==> config.mk <==
export PLATFORM = sky130hd
export DESIGN_NAME = flash_host_ctrl
export DESIGN_NICKNAME = d
export VERILOG_FILES = /design/src/flash_host_pkg.sv /design/src/flash_host_ctrl.sv
export SDC_FILE = /design/constraint.sdc
export NUM_CORES = 1
export LEC_CHECK = 0
export BUFFER_PORTS_ARGS = -buffer_cell sky130_fd_sc_hd__buf_2
export CAP_MARGIN = 0
export CORE_MARGIN = 2
export CORE_UTILIZATION = 55
export CTS_CLUSTER_DIAMETER = 200
export CTS_CLUSTER_SIZE = 20
export DETAILED_ROUTE_END_ITERATION = 8
export PLACE_DENSITY = 0.85
export SLEW_MARGIN = 25
export SYNTH_ARGS = -nofsm -noshare
export SYNTH_HDL_FRONTEND = slang
export SYNTH_SLANG_ARGS = --single-unit
==> constraint.sdc <==
create_clock -name i_sys_clk -period 9.3 [get_ports i_sys_clk]
set_input_delay 0.465 -clock i_sys_clk [delete_from_list [all_inputs] [get_ports i_sys_clk]]
set_output_delay 0.465 -clock i_sys_clk [all_outputs]
set_load 0.02 [all_outputs]
==> src/flash_host_pkg.sv <==
// Constants for the parallel flash host controller: timing, register map,
// operation codes, command bytes and sequencer states.
// Assumes a 125 MHz system clock.
package flash_host_pkg;

  // ==========================================================================
  // Clock and pin times
  // ==========================================================================
  localparam int CLK_PERIOD_NS                 = 8;
  localparam int READY_EMBED_US                = 20;
  localparam int READY_IDLE_NS                 = 500;
  localparam int POST_RELEASE_READ_DELAY_NS    = 50;
  localparam int RESET_TO_STANDBY_TIME_US      = 20;
  localparam int BUSY_VALID_NS                 = 90;
  localparam int BYTE_PROGRAM_DURATION_US      = 9;
  localparam int SECTOR_ERASE_DURATION_MS      = 700;
  localparam int UNPROTECT_SETUP_TIME_US       = 4;
  localparam int WRITE_PULSE_NS                = 35;
  localparam int WRITE_HIGH_NS                 = 30;
  localparam int READ_ACCESS_NS                = 120;
  localparam int SYNC_LAT                      = 3;
  localparam int TIMEOUT_MULT                  = 4;

  // ==========================================================================
  // Cycle counts, least times rounded up
  // ==========================================================================
  localparam int RDY_EMB_C = (READY_EMBED_US * 1000 + CLK_PERIOD_NS - 1)
                             / CLK_PERIOD_NS;
  localparam int RDY_IDL_C = (READY_IDLE_NS + CLK_PERIOD_NS - 1)
                             / CLK_PERIOD_NS;
  localparam int STBY_C    = (RESET_TO_STANDBY_TIME_US * 1000
                              + CLK_PERIOD_NS - 1) / CLK_PERIOD_NS;
  localparam int LOW_A_C   = (RDY_EMB_C > RDY_IDL_C) ? RDY_EMB_C : RDY_IDL_C;
  localparam logic [31:0] RST_LOW_CYC  = 32'((LOW_A_C > STBY_C) ? LOW_A_C
                                                               : STBY_C);
  localparam logic [31:0] RST_REC_CYC  = 32'((POST_RELEASE_READ_DELAY_NS
                                   + CLK_PERIOD_NS - 1) / CLK_PERIOD_NS);
  localparam logic [31:0] BUSY_DLY_CYC = 32'((BUSY_VALID_NS
                                   + CLK_PERIOD_NS - 1) / CLK_PERIOD_NS);
  localparam logic [31:0] VID_SET_CYC  = 32'((UNPROTECT_SETUP_TIME_US * 1000
                                   + CLK_PERIOD_NS - 1) / CLK_PERIOD_NS);
  localparam logic [31:0] WP_CYC       = 32'((WRITE_PULSE_NS
                                   + CLK_PERIOD_NS - 1) / CLK_PERIOD_NS);
  localparam logic [31:0] WPH_CYC      = 32'((WRITE_HIGH_NS
                                   + CLK_PERIOD_NS - 1) / CLK_PERIOD_NS);
  localparam logic [31:0] RD_CYC       = 32'((READ_ACCESS_NS
                                   + CLK_PERIOD_NS - 1) / CLK_PERIOD_NS
                                   + SYNC_LAT);
  localparam int PROG_NOM_C  = BYTE_PROGRAM_DURATION_US * 1000 / CLK_PERIOD_NS;
  localparam int ERASE_NOM_C = SECTOR_ERASE_DURATION_MS * (1000000
                               / CLK_PERIOD_NS);
  localparam logic [31:0] PROG_TMO_DEF  = 32'(PROG_NOM_C * TIMEOUT_MULT);
  localparam logic [31:0] ERASE_TMO_DEF = 32'(ERASE_NOM_C * TIMEOUT_MULT);

  // ==========================================================================
  // Register map and fields
  // ==========================================================================
  localparam logic [7:0] REG_CTRL   = 8'h00;
  localparam logic [7:0] REG_ADDR   = 8'h04;
  localparam logic [7:0] REG_WDATA  = 8'h08;
  localparam logic [7:0] REG_STATUS = 8'h0C;
  localparam int CTRL_VID_BIT  = 3;
  localparam int ST_ACTIVE     = 0;
  localparam int ST_DONE       = 1;
  localparam int ST_TIMEOUT    = 2;
  localparam int ST_REFUSED    = 3;
  localparam int ST_RB         = 4;
  localparam int ST_VID_OK     = 5;
  localparam int ST_BYTE_LSB   = 8;
  localparam int ST_TOG_LSB    = 16;

  // ==========================================================================
  // Operations and command bytes
  // ==========================================================================
  localparam logic [2:0] OP_NONE    = 3'h0;
  localparam logic [2:0] OP_HWRST   = 3'h1;
  localparam logic [2:0] OP_PROGRAM = 3'h2;
  localparam logic [2:0] OP_ERASE   = 3'h3;
  localparam logic [2:0] OP_READ    = 3'h4;
  localparam logic [2:0] OP_PROTECT = 3'h5;
  localparam logic [2:0] OP_UNPROT  = 3'h6;
  localparam logic [20:0] UNLOCK1_ADDR = 21'h000AAA;
  localparam logic [20:0] UNLOCK2_ADDR = 21'h000555;
  localparam logic [7:0]  UNLOCK1_DATA = 8'hAA;
  localparam logic [7:0]  UNLOCK2_DATA = 8'h55;
  localparam logic [7:0]  PROGRAM_DATA = 8'hA0;
  localparam logic [7:0]  ERASE_SETUP  = 8'h80;
  localparam logic [7:0]  SECTOR_ERASE = 8'h30;
  localparam logic [7:0]  PROTECT_DATA = 8'h60;
  localparam logic [2:0]  PROG_LAST    = 3'h3;
  localparam logic [2:0]  ERASE_LAST   = 3'h5;
  localparam int PROT_SEL_BIT  = 6;
  localparam logic [1:0] PROT_LOW_BITS = 2'h2;
  localparam int POLL_BIT      = 7;
  localparam int OP_TOG_BIT    = 6;
  localparam int SUSP_TOG_BIT  = 2;

  typedef enum logic [3:0] {
    S_IDLE     = 4'h0,
    S_RST_LOW  = 4'h1,
    S_RST_REC  = 4'h2,
    S_WR_SET   = 4'h3,
    S_WR_LOW   = 4'h4,
    S_WR_HIGH  = 4'h5,
    S_RD       = 4'h6,
    S_BUSY_DLY = 4'h7,
    S_POLL_GAP = 4'h8
  } state_e;

endpackage

==> src/flash_host_ctrl.sv <==
// Host-side controller for a byte-wide parallel flash: reset, program,
// sector erase, status reads and sector protect selection.
// Assumes the flash pins are joined by the testbench; data pins are split
// into in/out/enable and the elevated reset voltage is an enable output.
//
// Summary of operation
// Reset during an embedded operation: device ready within 20 us.
// Reset while idle: device ready within 500 ns.
// After reset release wait at least 50 ns before reading.
// Hold reset low at least 20 us to reach standby.
// Once ready/busy shows ready, next access may start at once.
// Wait 90 ns after the last command write before trusting ready/busy.
// Byte program nominally lasts 9 us.
// Sector erase nominally lasts 0.7 s; timeout allows at least that.
// Suspend toggle bit toggles only inside an erase-suspended sector.
// Toggle bits advance per read, delimited by output or chip enable.
// Op toggle bit valid at any address; polling needs a valid address.
// Erase: last command cycle carries the sector address.
// Protect: addr bit6 low, bit1 high, bit0 low; unprotect bit6 high.
// Elevated reset voltage at least 4 us before any write command; a CTRL write that also turns vid on is not held.
// While programming, polling bit reads inverted bit7 until done.
// Embedded erase preprograms every byte to zero before erasing.
// Ready/busy shows busy from command end until done or reset.
// Hardware reset aborts an embedded operation, returns to array read.
`timescale 1ns/1ps
`default_nettype none

module flash_host_ctrl #(
  parameter logic [31:0] PROG_TMO_CYC  = flash_host_pkg::PROG_TMO_DEF,
  parameter logic [31:0] ERASE_TMO_CYC = flash_host_pkg::ERASE_TMO_DEF,
  parameter logic [31:0] RST_LOW_CYCLES = flash_host_pkg::RST_LOW_CYC,
  parameter logic [31:0] VID_SETUP_CYCLES = flash_host_pkg::VID_SET_CYC
) (
  // Clock, reset, enable
  input  wire logic        i_sys_clk,
  input  wire logic        i_sys_rst,
  input  wire logic        i_clk_en,
  // Software register port
  input  wire logic [7:0]  i_reg_addr,
  input  wire logic [31:0] i_reg_wdata,
  input  wire logic        i_reg_wr,
  input  wire logic        i_reg_rd,
  output logic      [31:0] o_reg_rdata,
  // Flash pins
  output logic             o_flash_ce_n,
  output logic             o_flash_oe_n,
  output logic             o_flash_we_n,
  output logic             o_flash_rst_n,
  output logic             o_vid_en,
  output logic      [20:0] o_flash_addr,
  output logic      [7:0]  o_dq_out,
  output logic             o_dq_oe,
  input  wire logic [7:0]  i_dq_in,
  input  wire logic        i_ready_busy_n
);

  // ==========================================================================
  // Pin synchronisers: a change counts once stages two and three agree
  // ==========================================================================
  logic [8:0] s1, s2, s3, filt;
  always_ff @(posedge i_sys_clk or posedge i_sys_rst) begin
    if (i_sys_rst) begin
      s1 <= 9'h000;
      s2 <= 9'h000;
      s3 <= 9'h000;
    end else if (i_clk_en) begin
      s1 <= {i_ready_busy_n, i_dq_in};
      s2 <= s1;
      s3 <= s2;
    end
  end
  genvar g;
  generate
    for (g = 0; g < 9; g++) begin : g_filt
      always_ff @(posedge i_sys_clk or posedge i_sys_rst) begin
        if (i_sys_rst) filt[g] <= 1'b0;
        else if (i_clk_en && s2[g] == s3[g]) filt[g] <= s3[g];
      end
    end
  endgenerate
  wire       rb_ready = filt[8];
  wire [7:0] dq_now   = filt[7:0];

  // ==========================================================================
  // Registers and decode
  // ==========================================================================
  flash_host_pkg::state_e state, next_state;
  logic [2:0]  op, step;
  logic [20:0] target;
  logic [7:0]  wbyte, rd_byte;
  logic [31:0] cnt, tmo, vid_cnt;
  logic        done, timeout, refused, have_prev, prev_tog;
  logic        vid, rd_poll;

  wire sel_ctrl   = i_reg_addr == flash_host_pkg::REG_CTRL;
  wire sel_addr   = i_reg_addr == flash_host_pkg::REG_ADDR;
  wire sel_wdata  = i_reg_addr == flash_host_pkg::REG_WDATA;
  wire sel_status = i_reg_addr == flash_host_pkg::REG_STATUS;
  wire idle       = state == flash_host_pkg::S_IDLE;
  wire [2:0] req_op = i_reg_wdata[2:0];
  wire start      = i_reg_wr && sel_ctrl && req_op != flash_host_pkg::OP_NONE;
  wire vid_ok     = vid && vid_cnt == 32'h0;
  wire is_write_op = req_op == flash_host_pkg::OP_PROGRAM
                  || req_op == flash_host_pkg::OP_ERASE
                  || req_op == flash_host_pkg::OP_PROTECT
                  || req_op == flash_host_pkg::OP_UNPROT;
  // Reset is taken in any state so it can abort a running operation
  wire go_reset   = start && req_op == flash_host_pkg::OP_HWRST;
  wire vid_block  = is_write_op && vid && !vid_ok;
  wire go_other   = start && idle && !go_reset && !vid_block
                 && req_op <= flash_host_pkg::OP_UNPROT;
  wire refuse     = start && !go_reset && !go_other;
  wire vid_wr     = i_reg_wr && sel_ctrl && idle;

  // ==========================================================================
  // Command cycle selection
  // ==========================================================================
  wire is_prog  = op == flash_host_pkg::OP_PROGRAM;
  wire is_erase = op == flash_host_pkg::OP_ERASE;
  wire is_prot  = op == flash_host_pkg::OP_PROTECT
               || op == flash_host_pkg::OP_UNPROT;
  wire [2:0] last_step = is_erase ? flash_host_pkg::ERASE_LAST
                       : is_prog  ? flash_host_pkg::PROG_LAST : 3'h0;
  wire is_last  = step == last_step;
  wire unlock2  = step == 3'h1 || step == 3'h4;
  // Protect select drives bit6 by direction, bits 1:0 fixed
  wire [20:0] prot_addr = {target[20:7],
                           op == flash_host_pkg::OP_UNPROT,
                           target[5:2], flash_host_pkg::PROT_LOW_BITS};
  wire [20:0] last_addr = is_prot ? prot_addr : target;
  wire [20:0] cyc_addr  = is_last ? last_addr
                        : unlock2 ? flash_host_pkg::UNLOCK2_ADDR
                        : flash_host_pkg::UNLOCK1_ADDR;
  wire [7:0] last_data  = is_erase ? flash_host_pkg::SECTOR_ERASE
                        : is_prot  ? flash_host_pkg::PROTECT_DATA : wbyte;
  wire [7:0] cyc_data   = is_last ? last_data
                        : unlock2 ? flash_host_pkg::UNLOCK2_DATA
                        : step == 3'h2 ? (is_erase ?
                            flash_host_pkg::ERASE_SETUP :
                            flash_host_pkg::PROGRAM_DATA)
                        : flash_host_pkg::UNLOCK1_DATA;

  // ==========================================================================
  // Completion test on each status read
  // ==========================================================================
  wire       cnt_zero = cnt == 32'h0;
  wire [31:0] tmo_lim = is_erase ? ERASE_TMO_CYC : PROG_TMO_CYC;
  wire       tog_same = have_prev
                     && prev_tog == dq_now[flash_host_pkg::OP_TOG_BIT];
  wire       poll_ok  = dq_now[flash_host_pkg::POLL_BIT]
                     == (is_prog ? wbyte[7] : 1'b1);
  wire       op_done  = rb_ready && tog_same && poll_ok;
  wire       tmo_hit  = tmo >= tmo_lim;
  wire       rd_end   = state == flash_host_pkg::S_RD && cnt_zero;

  always_comb begin
    next_state = state;
    unique case (state)
      flash_host_pkg::S_IDLE:
        if (go_other) begin
          next_state = (req_op == flash_host_pkg::OP_READ)
                     ? flash_host_pkg::S_RD : flash_host_pkg::S_WR_SET;
        end
      flash_host_pkg::S_RST_LOW:
        if (cnt_zero) next_state = flash_host_pkg::S_RST_REC;
      flash_host_pkg::S_RST_REC:
        if (cnt_zero) next_state = flash_host_pkg::S_IDLE;
      flash_host_pkg::S_WR_SET:
        next_state = flash_host_pkg::S_WR_LOW;
      flash_host_pkg::S_WR_LOW:
        if (cnt_zero) next_state = flash_host_pkg::S_WR_HIGH;
      flash_host_pkg::S_WR_HIGH:
        if (cnt_zero) begin
          next_state = !is_last ? flash_host_pkg::S_WR_SET
                     : is_prot ? flash_host_pkg::S_IDLE
                     : flash_host_pkg::S_BUSY_DLY;
        end
      flash_host_pkg::S_BUSY_DLY:
        if (cnt_zero) next_state = flash_host_pkg::S_RD;
      flash_host_pkg::S_RD:
        if (cnt_zero) begin
          next_state = (!rd_poll || op_done || tmo_hit)
                     ? flash_host_pkg::S_IDLE : flash_host_pkg::S_POLL_GAP;
        end
      flash_host_pkg::S_POLL_GAP:
        next_state = flash_host_pkg::S_RD;
      default:
        next_state = flash_host_pkg::S_IDLE;
    endcase
    if (go_reset) next_state = flash_host_pkg::S_RST_LOW;
  end

  wire entering = next_state != state;
  wire [31:0] dur =
      next_state == flash_host_pkg::S_RST_LOW  ? RST_LOW_CYCLES
    : next_state == flash_host_pkg::S_RST_REC  ? flash_host_pkg::RST_REC_CYC
    : next_state == flash_host_pkg::S_WR_LOW   ? flash_host_pkg::WP_CYC
    : next_state == flash_host_pkg::S_WR_HIGH  ? flash_host_pkg::WPH_CYC
    : next_state == flash_host_pkg::S_BUSY_DLY ? flash_host_pkg::BUSY_DLY_CYC
    : next_state == flash_host_pkg::S_RD       ? flash_host_pkg::RD_CYC
    : 32'h1;

  // ==========================================================================
  // Sequencer
  // ==========================================================================
  always_ff @(posedge i_sys_clk or posedge i_sys_rst) begin
    if (i_sys_rst) begin
      state <= flash_host_pkg::S_IDLE;
      cnt   <= 32'h0;
      step  <= 3'h0;
      op    <= flash_host_pkg::OP_NONE;
    end else if (i_clk_en) begin
      state <= next_state;
      cnt   <= entering ? dur - 32'h1 : (cnt_zero ? cnt : cnt - 32'h1);
      if (go_reset || go_other) op <= req_op;
      if (idle || go_reset) step <= 3'h0;
      else if (state == flash_host_pkg::S_WR_HIGH && cnt_zero)
        step <= step + 3'h1;
    end
  end

  // Status tracking; busy timeout counts from entry to the busy delay after the final command write
  always_ff @(posedge i_sys_clk or posedge i_sys_rst) begin
    if (i_sys_rst) begin
      tmo       <= 32'h0;
      have_prev <= 1'b0;
      prev_tog  <= 1'b0;
      rd_poll   <= 1'b0;
      rd_byte   <= 8'h00;
      done      <= 1'b0;
      timeout   <= 1'b0;
      refused   <= 1'b0;
    end else if (i_clk_en) begin
      if (go_other || go_reset) begin
        tmo       <= 32'h0;
        have_prev <= 1'b0;
        done      <= 1'b0;
        timeout   <= 1'b0;
        rd_poll   <= 1'b0;
      end else begin
        if (state == flash_host_pkg::S_BUSY_DLY) rd_poll <= 1'b1;
        if (rd_poll && !tmo_hit) tmo <= tmo + 32'h1;
        if (rd_end) begin
          rd_byte   <= dq_now;
          have_prev <= 1'b1;
          prev_tog  <= dq_now[flash_host_pkg::OP_TOG_BIT];
          if (rd_poll && !op_done && tmo_hit) timeout <= 1'b1;
        end
        if (next_state == flash_host_pkg::S_IDLE && !idle) done <= 1'b1;
      end
      // A new refusal wins over a clear in the same cycle
      if (refuse) refused <= 1'b1;
      else if (i_reg_wr && sel_status
               && i_reg_wdata[flash_host_pkg::ST_REFUSED]) refused <= 1'b0;
    end
  end

  // Elevated reset voltage and its setup timer
  always_ff @(posedge i_sys_clk or posedge i_sys_rst) begin
    if (i_sys_rst) begin
      vid     <= 1'b0;
      vid_cnt <= 32'h0;
    end else if (i_clk_en) begin
      if (vid_wr) vid <= i_reg_wdata[flash_host_pkg::CTRL_VID_BIT];
      if (!vid) vid_cnt <= VID_SETUP_CYCLES;
      else if (vid_cnt != 32'h0) vid_cnt <= vid_cnt - 32'h1;
    end
  end

  // ==========================================================================
  // Software registers
  // ==========================================================================
  always_ff @(posedge i_sys_clk or posedge i_sys_rst) begin
    if (i_sys_rst) begin
      target <= 21'h000000;
      wbyte  <= 8'h00;
    end else if (i_clk_en) begin
      if (i_reg_wr && sel_addr && idle) target <= i_reg_wdata[20:0];
      if (i_reg_wr && sel_wdata && idle) wbyte <= i_reg_wdata[7:0];
    end
  end

  // Suspend toggle bit is only meaningful for an erase-suspended sector
  wire [31:0] status_word = {8'h00,
      6'h00, rd_byte[flash_host_pkg::SUSP_TOG_BIT],
      rd_byte[flash_host_pkg::OP_TOG_BIT], rd_byte,
      2'h0, vid_ok, rb_ready, refused, timeout, done, !idle};
  wire [31:0] rd_mux =
      sel_ctrl   ? {28'h0000000, vid, op} :
      sel_addr   ? {11'h000, target} :
      sel_wdata  ? {24'h000000, wbyte} :
      sel_status ? status_word : 32'h00000000;

  // ==========================================================================
  // Registered outputs
  // ==========================================================================
  wire wr_phase = state == flash_host_pkg::S_WR_SET
               || state == flash_host_pkg::S_WR_LOW
               || state == flash_host_pkg::S_WR_HIGH;
  always_ff @(posedge i_sys_clk or posedge i_sys_rst) begin
    if (i_sys_rst) begin
      o_reg_rdata   <= 32'h00000000;
      o_flash_ce_n  <= 1'b1;
      o_flash_oe_n  <= 1'b1;
      o_flash_we_n  <= 1'b1;
      o_flash_rst_n <= 1'b1;
      o_vid_en      <= 1'b0;
      o_flash_addr  <= 21'h000000;
      o_dq_out      <= 8'h00;
      o_dq_oe       <= 1'b0;
    end else if (i_clk_en) begin
      o_reg_rdata   <= i_reg_rd ? rd_mux : 32'h00000000;
      o_flash_ce_n  <= !(state == flash_host_pkg::S_WR_SET
                      || state == flash_host_pkg::S_WR_LOW
                      || state == flash_host_pkg::S_RD);
      o_flash_oe_n  <= state != flash_host_pkg::S_RD;
      o_flash_we_n  <= state != flash_host_pkg::S_WR_LOW;
      o_flash_rst_n <= state != flash_host_pkg::S_RST_LOW;
      o_vid_en      <= vid;
      o_flash_addr  <= wr_phase ? cyc_addr : target;
      o_dq_out      <= cyc_data;
      o_dq_oe       <= wr_phase;
    end
  end

  // ==========================================================================
  // Checks
  // ==========================================================================
  logic [31:0] low_len;
  always_ff @(posedge i_sys_clk or posedge i_sys_rst) begin
    if (i_sys_rst) low_len <= 32'h0;
    else if (i_clk_en) low_len <= o_flash_rst_n ? 32'h0 : low_len + 32'h1;
  end
endmodule

`default_nettype wire

==> parameters.txt, run 1 <==
Parameter                              Value

STA
  Setup TNS    0 ps
  Fraction of the cycle the final worst path needs    0.526
  RSZ-0062 raised after global routing    no
  Final critical-path required period    4890 ps
  Number of endpoints with negative hold slack in the final report    0
  Setup-violating endpoint count in the final report    0
  Max Fclk    0.205 GHz
  Worst-case headroom to the max-slew limit    0.431
  Tightest Pin Transition    848 ps
  Clock skew after layout    37.9 ps
  Number of max-slew violations in the final report    0

Power
  Worst-case vdd ir drop    0.000163 V
  Internal power    1.77 mW
  Pwr/cell area    196 nW/um^2
  Net switching power    0.875 mW
  Leakage    6.10 nW
  Switch share    0.331
  Portion of total power attributed to combinational logic    0.227
  Clock network fraction of design power    0.268
  Sequential share of power    0.505

Floorplanning
  Std-Cell Core Area    22,000 sq um
  DIE WIDTH    154 microns
  Floorplan die area    23,700 sq um
  Number of placed I/O pins    121
  Starting density of the core    0.562
  Placement row count    54
  Die height    154 microns

Worst setup path
  Type of element launching the critical path    register
  Worst EP arrival    5320 ps
  Number of cells traversed by the worst register-to-register path    12
  Crit path kind    reg2reg
  Critical-path maximum fanout    16
  Required time worst endpoint    9730 ps
  Category of the worst setup path capture point    register

Finish
  # diodes    0
  Number of fill cells in the layout    1,728
  Final non-filler cell area    13,500 sq um
  Number of nets in the layout    1,419
  Area growth from synthesis to layout    9.21%
  End-of-flow core utilization    0.614
  Fraction of layout cells with a size suffix above 1    0.169
  Non-filler cells in the finished layout    1,636

CTS
  Buffer cell driving the clock tree root    sky130_fd_sc_hd__clkbuf_16
  Buffers from clock root to sink, at most    3
  Number of buffers inserted for hold repair after clock tree synthesis    0
  Clock transition at path regs    90 ps
  Resize count post-CTS    0
  H-tree depth reported by CTS    1
  # Post-CTS Setup Buffers    0
  Number of buffers created by CTS    16
  TritonCTS clock tree    yes
  Clk Latency, worst-skew pair    500 ps
  Sinks on Clock Net    241

Place
  Count of input and output buffers    98
  Count of placed standard cells including taps    1,608
  Placed wire-length estimate after detailed placement    20,000 microns
  Cell area reported after detailed placement    13,000 sq um
  Placer Congestion    0.914

Global routing
  Met2 demand-to-capacity share in global routing    0.410
  All-layer global routing usage    0.250
  Initial antenna violation count    0
  Met1 Track Usage GR    0.344
  Largest net degree at the start of global routing    102
  Global-route wire length before repair    49,300 microns
  Most Crowded Layer GR    met2
  Routing usage on met3    0.0383
  Via count of the first global-routing pass    9,943
  Global route overflow    0

Detailed routing
  Initial drt markers    842
  Number of iterations in the first detailed-routing pass    5
  Post-DRT Antenna Nets    0
  Vias after detailed routing    10,000
  Vias per cell    6.13
  Average detailed-routed wire length per instance    18.0 microns
  DRC violation count after routing    0
  Total detailed-routing wirelength    29,400 microns

Logic synthesis
  Synth warnings    0
  Post-synthesis instance total    1,284
  Number of synthesized flops with an enable pin    0
  Predominant post-synthesis flop cell    sky130_fd_sc_hd__dfrtp_1
  Average instance area after synthesis    9.62 sq um
  Post-Syn Area    12,300 sq um
  FF+latch count, synth    241
  Count of distinct cell types in the synthesized netlist    80
  Seq/Total Area, Yosys    0.489
  Share of synthesized flip-flops with an asynchronous set or reset    1.00

Outcome
  Outcome    finished, final reports clean

Job
  Max-capacitance violation count    0

Min path
  Class of the tightest hold or removal check    in2async
cells in the mapped netlist (5+ instances only):
master | count | area, sq um
sky130_fd_sc_hd__clkbuf_1 | 52 | 195
sky130_fd_sc_hd__nor2b_1 | 8 | 50.1
sky130_fd_sc_hd__mux2_2 | 62 | 698
sky130_fd_sc_hd__buf_4 | 11 | 82.6
sky130_fd_sc_hd__xor2_1 | 28 | 245
sky130_fd_sc_hd__buf_1 | 6 | 22.5
sky130_fd_sc_hd__nand2b_1 | 13 | 81.3
sky130_fd_sc_hd__o21ai_0 | 82 | 410
sky130_fd_sc_hd__inv_1 | 40 | 150
sky130_fd_sc_hd__o22ai_1 | 18 | 113
sky130_fd_sc_hd__nand2_1 | 108 | 405
sky130_fd_sc_hd__mux2i_1 | 6 | 60.1
sky130_fd_sc_hd__and3_1 | 11 | 68.8
sky130_fd_sc_hd__nor3_1 | 40 | 200
sky130_fd_sc_hd__a211oi_1 | 10 | 75.1
sky130_fd_sc_hd__a22oi_1 | 15 | 113
sky130_fd_sc_hd__a21oi_2 | 10 | 87.6
sky130_fd_sc_hd__or4_1 | 5 | 37.5
sky130_fd_sc_hd__and2_1 | 5 | 31.3
sky130_fd_sc_hd__nor2_1 | 163 | 612
sky130_fd_sc_hd__nor4_1 | 16 | 100
sky130_fd_sc_hd__dfrtp_1 | 237 | 5930
sky130_fd_sc_hd__nand3_1 | 28 | 140
sky130_fd_sc_hd__o2bb2ai_1 | 31 | 272
sky130_fd_sc_hd__a31oi_1 | 12 | 75.1
sky130_fd_sc_hd__nand3b_1 | 5 | 37.5
sky130_fd_sc_hd__xnor2_1 | 15 | 131
sky130_fd_sc_hd__or3_1 | 23 | 144
sky130_fd_sc_hd__o31ai_1 | 13 | 97.6
sky130_fd_sc_hd__ha_1 | 19 | 238
sky130_fd_sc_hd__a21oi_1 | 84 | 420
sky130_fd_sc_hd__nand4_1 | 15 | 93.8
state kept, by name (all words and copies together), names as in the netlist, 4 cells and up:
register and cells:
s3 9, o_flash_addr 21, wbyte 8, vid_cnt 32, rd_byte 8, target 21, o_dq_out 8, cnt 32
o_reg_rdata 21, state 4, tmo 32, dq_now 8, s1 9, s2 9
metal layers:
metal	part of all wire	up-vias	wire, microns
met5	0	-	0
met2	0.48	371	14000
li1	-	4714	-
met1	0.43	4884	12800
met3	0.063	66	1870
met4	0.026	0	751
final cells by class:
type | instances | area [sq um] | area share
clock buffers | 27 | 463 | 0.0343
repair buffers | 107 | 564 | 0.0418
multi-input cells | 937 | 5880 | 0.436
clock inverters | 1 | 20.0 | 0.00148
flip-flops and latches | 241 | 6040 | 0.448
inverters | 43 | 169 | 0.0125
well taps | 280 | 350 | 0.0260
worst paths after layout:
kind / from / endpoint / slack (ps)
worst min register to register: vid_cnt[30] / vid_cnt[30] / 490
max in group asynchronous: i_sys_rst / step[2] / 7990
min in group i_sys_clk: i_dq_in[3] / s1[3] / 190
worst max register to register: vid_cnt[15] / cnt[4] / 4410
worst min-delay path: i_sys_rst / tmo[17] / 110
worst max-delay path: vid_cnt[15] / cnt[4] / 4410
critical path: stages (launching register included):
cell and delay (ps):
sky130_fd_sc_hd__dfrtp_1 420, sky130_fd_sc_hd__nor4_1 610, sky130_fd_sc_hd__nand4b_1 330, sky130_fd_sc_hd__nor4b_2 600
sky130_fd_sc_hd__o21ai_1 380, sky130_fd_sc_hd__o21ai_0 640, sky130_fd_sc_hd__inv_1 160, sky130_fd_sc_hd__a32oi_1 340
sky130_fd_sc_hd__ha_1 280, sky130_fd_sc_hd__nand3_1 140, sky130_fd_sc_hd__nor3b_4 420, sky130_fd_sc_hd__inv_2 270
sky130_fd_sc_hd__a31oi_1 220
cell families after synthesis:
logic type / Yosys count / synth area share
DFF: 241 / 0.489
adders and majority gates: 19 / 0.0193
muxes: 69 / 0.0632
AOI/OAI and AO/OA: 322 / 0.170
xor gates and xnor gates: 43 / 0.0305
and+or+nand+nor: 473 / 0.188
buffers and inverters: 116 / 0.0400
other: 1 / 0.000304
through the flow:
step                      worst slack, ps  total power, mW  hold WS, ps
final                                4410             2.64          111
after global routing                 4160             2.78          177
after CTS                            4520             2.65          128
after detailed placement             4540             1.94          468
after global placement               4780             1.90          463
after floorplan                      2230             1.78          442
placed cells by master, fill, tap and decap left out, types with 15 or more instances in the layout:
cell	instances
sky130_fd_sc_hd__dfrtp_1	237
sky130_fd_sc_hd__nor2_1	161
sky130_fd_sc_hd__nand2_1	108
sky130_fd_sc_hd__buf_2	97
sky130_fd_sc_hd__a21oi_1	83
sky130_fd_sc_hd__o21ai_0	82
sky130_fd_sc_hd__mux2_2	62
sky130_fd_sc_hd__inv_1	39
sky130_fd_sc_hd__nor3_1	39
sky130_fd_sc_hd__o2bb2ai_1	31
sky130_fd_sc_hd__xor2_1	28
sky130_fd_sc_hd__nand3_1	28
sky130_fd_sc_hd__or3_1	23
sky130_fd_sc_hd__ha_1	19
sky130_fd_sc_hd__o22ai_1	18
sky130_fd_sc_hd__clkbuf_16	17
sky130_fd_sc_hd__nor4_1	16
sky130_fd_sc_hd__nand4_1	15
sky130_fd_sc_hd__xnor2_1	15
sky130_fd_sc_hd__a22oi_1	15
power by group through the flow:
stage	clock network (mW)	logic (mW)	registers (mW)
final	0.709	0.600	1.33
after floorplan	0	0.465	1.31
after detailed placement	0	0.592	1.35
after global placement	0	0.562	1.34
after global routing	0.754	0.675	1.36
after CTS	0.720	0.596	1.33
Note: power is estimated with default switching activity, not from simulation.
==> run 2, diff against run 1 <==
Settings changed: ABC_AREA from default to 1.
Clock period 9.3 ns to 5.1 ns, I/O delays scaled along.
==> parameters.txt, run 2 <==
Parameter                              Value

Outcome
  Outcome    finished, final reports clean

Logic synthesis
  Number of synthesized flops with an enable pin    0
  Post-synthesis instance total    1,622
  Predominant post-synthesis flop cell    sky130_fd_sc_hd__dfrtp_1
  Synth warnings    0
  Cell type with the highest aggregate area in the netlist    sky130_fd_sc_hd__dfrtp_1
  Most frequent cell after synthesis    sky130_fd_sc_hd__nand2_1
  Area share of the leading cell type in the synthesized netlist    0.459
  Post-Syn Area    12,900 sq um
  Average instance area after synthesis    7.96 sq um
  Top area cells in the synthesized netlist    sky130_fd_sc_hd__dfrtp_1, sky130_fd_sc_hd__nand2_1, sky130_fd_sc_hd__nor2_1
  Seq/Total Area, Yosys    0.468
  Most frequent cells after synthesis    sky130_fd_sc_hd__nand2_1, sky130_fd_sc_hd__dfrtp_1, sky130_fd_sc_hd__nor2_1
  FF+latch count, synth    241
  Share of synthesized flip-flops with an asynchronous set or reset    1.00
  Count of distinct cell types in the synthesized netlist    63

Worst setup path
  Required time worst endpoint    5470 ps
  Worst EP arrival    3970 ps
  Category of the worst setup path capture point    register
  Critical-path maximum fanout    17
  Reg2reg setup slack    1490 ps
  Type of element launching the critical path    register
  Crit path kind    reg2reg
  Number of cells traversed by the worst register-to-register path    18

STA
  Setup-violating endpoint count in the final report    0
  RSZ-0062 raised after global routing    no
  Clock skew after layout    23.8 ps
  Number of max-slew violations in the final report    0
  Max Fclk    0.277 GHz
  Fraction of the cycle the final worst path needs    0.707
  Final critical-path required period    3610 ps
  Number of endpoints with negative hold slack in the final report    0
  Worst-case headroom to the max-slew limit    0.385
  Tightest Pin Transition    919 ps
  Setup TNS    0 ps

Detailed routing
  Initial drt markers    1,013
  DRC violation count after routing    0
  Number of iterations in the first detailed-routing pass    5
  Post-DRT Antenna Nets    0
  Total detailed-routing wirelength    31,700 microns
  Vias after detailed routing    11,400
  Vias per cell    5.61
  Average detailed-routed wire length per instance    15.5 microns

Finish
  Area growth from synthesis to layout    10.4%
  Number of nets in the layout    1,788
  Biggest regs    cnt x32, tmo x32, vid_cnt x32
  Final non-filler cell area    14,300 sq um
  Most frequent cells in the layout    sky130_fd_sc_hd__nand2_1, sky130_fd_sc_hd__dfrtp_1, sky130_fd_sc_hd__nor2_1
  Number of fill cells in the layout    1,970
  # diodes    0
  Fraction of layout cells with a size suffix above 1    0.127
  Commonest non-fill, non-tap cell in the layout    sky130_fd_sc_hd__nand2_1

Global routing
  Via count of the first global-routing pass    10,900
  Global route overflow    0
  All-layer global routing usage    0.260
  Largest net degree at the start of global routing    184
  Global-route wire length before repair    52,400 microns
  Initial antenna violation count    0

Min path
  Number of cells traversed by the worst hold path    2
  Class of the tightest hold or removal check    in2reg

Floorplanning
  Std-Cell Core Area    23,300 sq um
  Die height    157 microns
  Placement row count    56
  Number of placed I/O pins    121
  DIE WIDTH    157 microns
  Floorplan die area    24,700 sq um
  Starting density of the core    0.555

Place
  Count of input and output buffers    98
  Cell area reported after detailed placement    13,600 sq um
  Placed wire-length estimate after detailed placement    21,900 microns
  Placer Congestion    0.893

CTS
  Buffers from clock root to sink, at most    3
  Clk Latency, worst-skew pair    490 ps
  Sinks on Clock Net    241
  Resize count post-CTS    0
  H-tree depth reported by CTS    1
  Number of buffers created by CTS    16
  Number of buffers inserted for hold repair after clock tree synthesis    15
  # Post-CTS Setup Buffers    0
  TritonCTS clock tree    yes
  Buffer cell driving the clock tree root    sky130_fd_sc_hd__clkbuf_16
  Clock transition at path regs    90 ps

Power
  Leakage    7.04 nW
  Pwr/cell area    379 nW/um^2
  Worst-case vdd ir drop    0.000363 V

Job
  Max-capacitance violation count    0
run 2: cells by family (layout without fill, tap and decap cells):
group                      Yosys count  after routing  synth area share
and+or+nand+nor                    759            759             0.262
DFF                                241            241             0.468
AOI/OAI and AO/OA                  302            302             0.136
muxes                               10             10           0.00872
buffers and inverters              250            340            0.0801
other                                1             11          0.000291
xor gates and xnor gates            40             40            0.0271
adders and majority gates           19             19            0.0184
run 2: final cells by class:
class,instances,area (sq um),share of cell area
Inverter,193,731,0.0513
Clock inverter,1,20.0,0.00140
Timing Repair Buffer,122,741,0.0520
Tap cell,319,399,0.0280
Multi-Input combinational cell,1141,5880,0.412
Sequential cell,241,6040,0.423
Clock buffer,24,452,0.0317
run 2: final timing paths:
kind / to / start
worst max register to register: tmo[24] / op[1]
worst max-delay path: tmo[24] / op[1]
max in group asynchronous: o_flash_addr[20] / i_sys_rst
min in group asynchronous: tmo[20] / i_sys_rst
worst min-delay path: target[19] / i_reg_wdata[19]
worst min register to register: o_vid_en / o_vid_en
run 2: layer usage:
| layer | routed length [microns] | global-route usage |
|---|---|---|
| met5 | 0 | 0 |
| met4 | 978 | 0.0866 |
| met3 | 2360 | 0.0460 |
| met2 | 15200 | 0.433 |
| met1 | 13100 | 0.345 |
run 2: where the power goes:
part           leakage [nW]  switching, mW  internal, mW  total (mW)
Sequential             3.08          0.258          2.19        2.44
Combinational          3.72           1.11         0.560        1.67
Clock                 0.228          0.668         0.626        1.29
Total                  7.04           2.03          3.37        5.40
run 2: worst max-delay path: stages, from the launching register on:
cell and delay (ps):
sky130_fd_sc_hd__dfrtp_1 480, sky130_fd_sc_hd__inv_2 100, sky130_fd_sc_hd__nor2_4 130, sky130_fd_sc_hd__nand2_2 240, sky130_fd_sc_hd__ha_1 420, sky130_fd_sc_hd__a21o_1 170, sky130_fd_sc_hd__a31oi_1 130, sky130_fd_sc_hd__o21ai_1 90
sky130_fd_sc_hd__a21oi_1 190, sky130_fd_sc_hd__nand2_1 140, sky130_fd_sc_hd__nor3_4 120, sky130_fd_sc_hd__buf_4 230, sky130_fd_sc_hd__inv_2 90, sky130_fd_sc_hd__nand2_1 210, sky130_fd_sc_hd__buf_4 260, sky130_fd_sc_hd__nand4_1 160
sky130_fd_sc_hd__nand3b_1 190, sky130_fd_sc_hd__nand2_1 60, sky130_fd_sc_hd__nor2_1 40
run 2: stage by stage:
stage	hold slack, ps	setup WS [ps]	cells	power, mW	utilization
2_1_floorplan	372	1690	1632	3.66	-
3_3_place_gp	143	1640	2000	4.03	0.585
3_5_place_dp	144	1540	2000	4.10	0.585
4_1_cts	4.09	1530	2040	5.40	0.612
5_1_grt	5.88	1100	2041	5.73	0.613
6_report	6.19	1490	2041	5.40	0.613
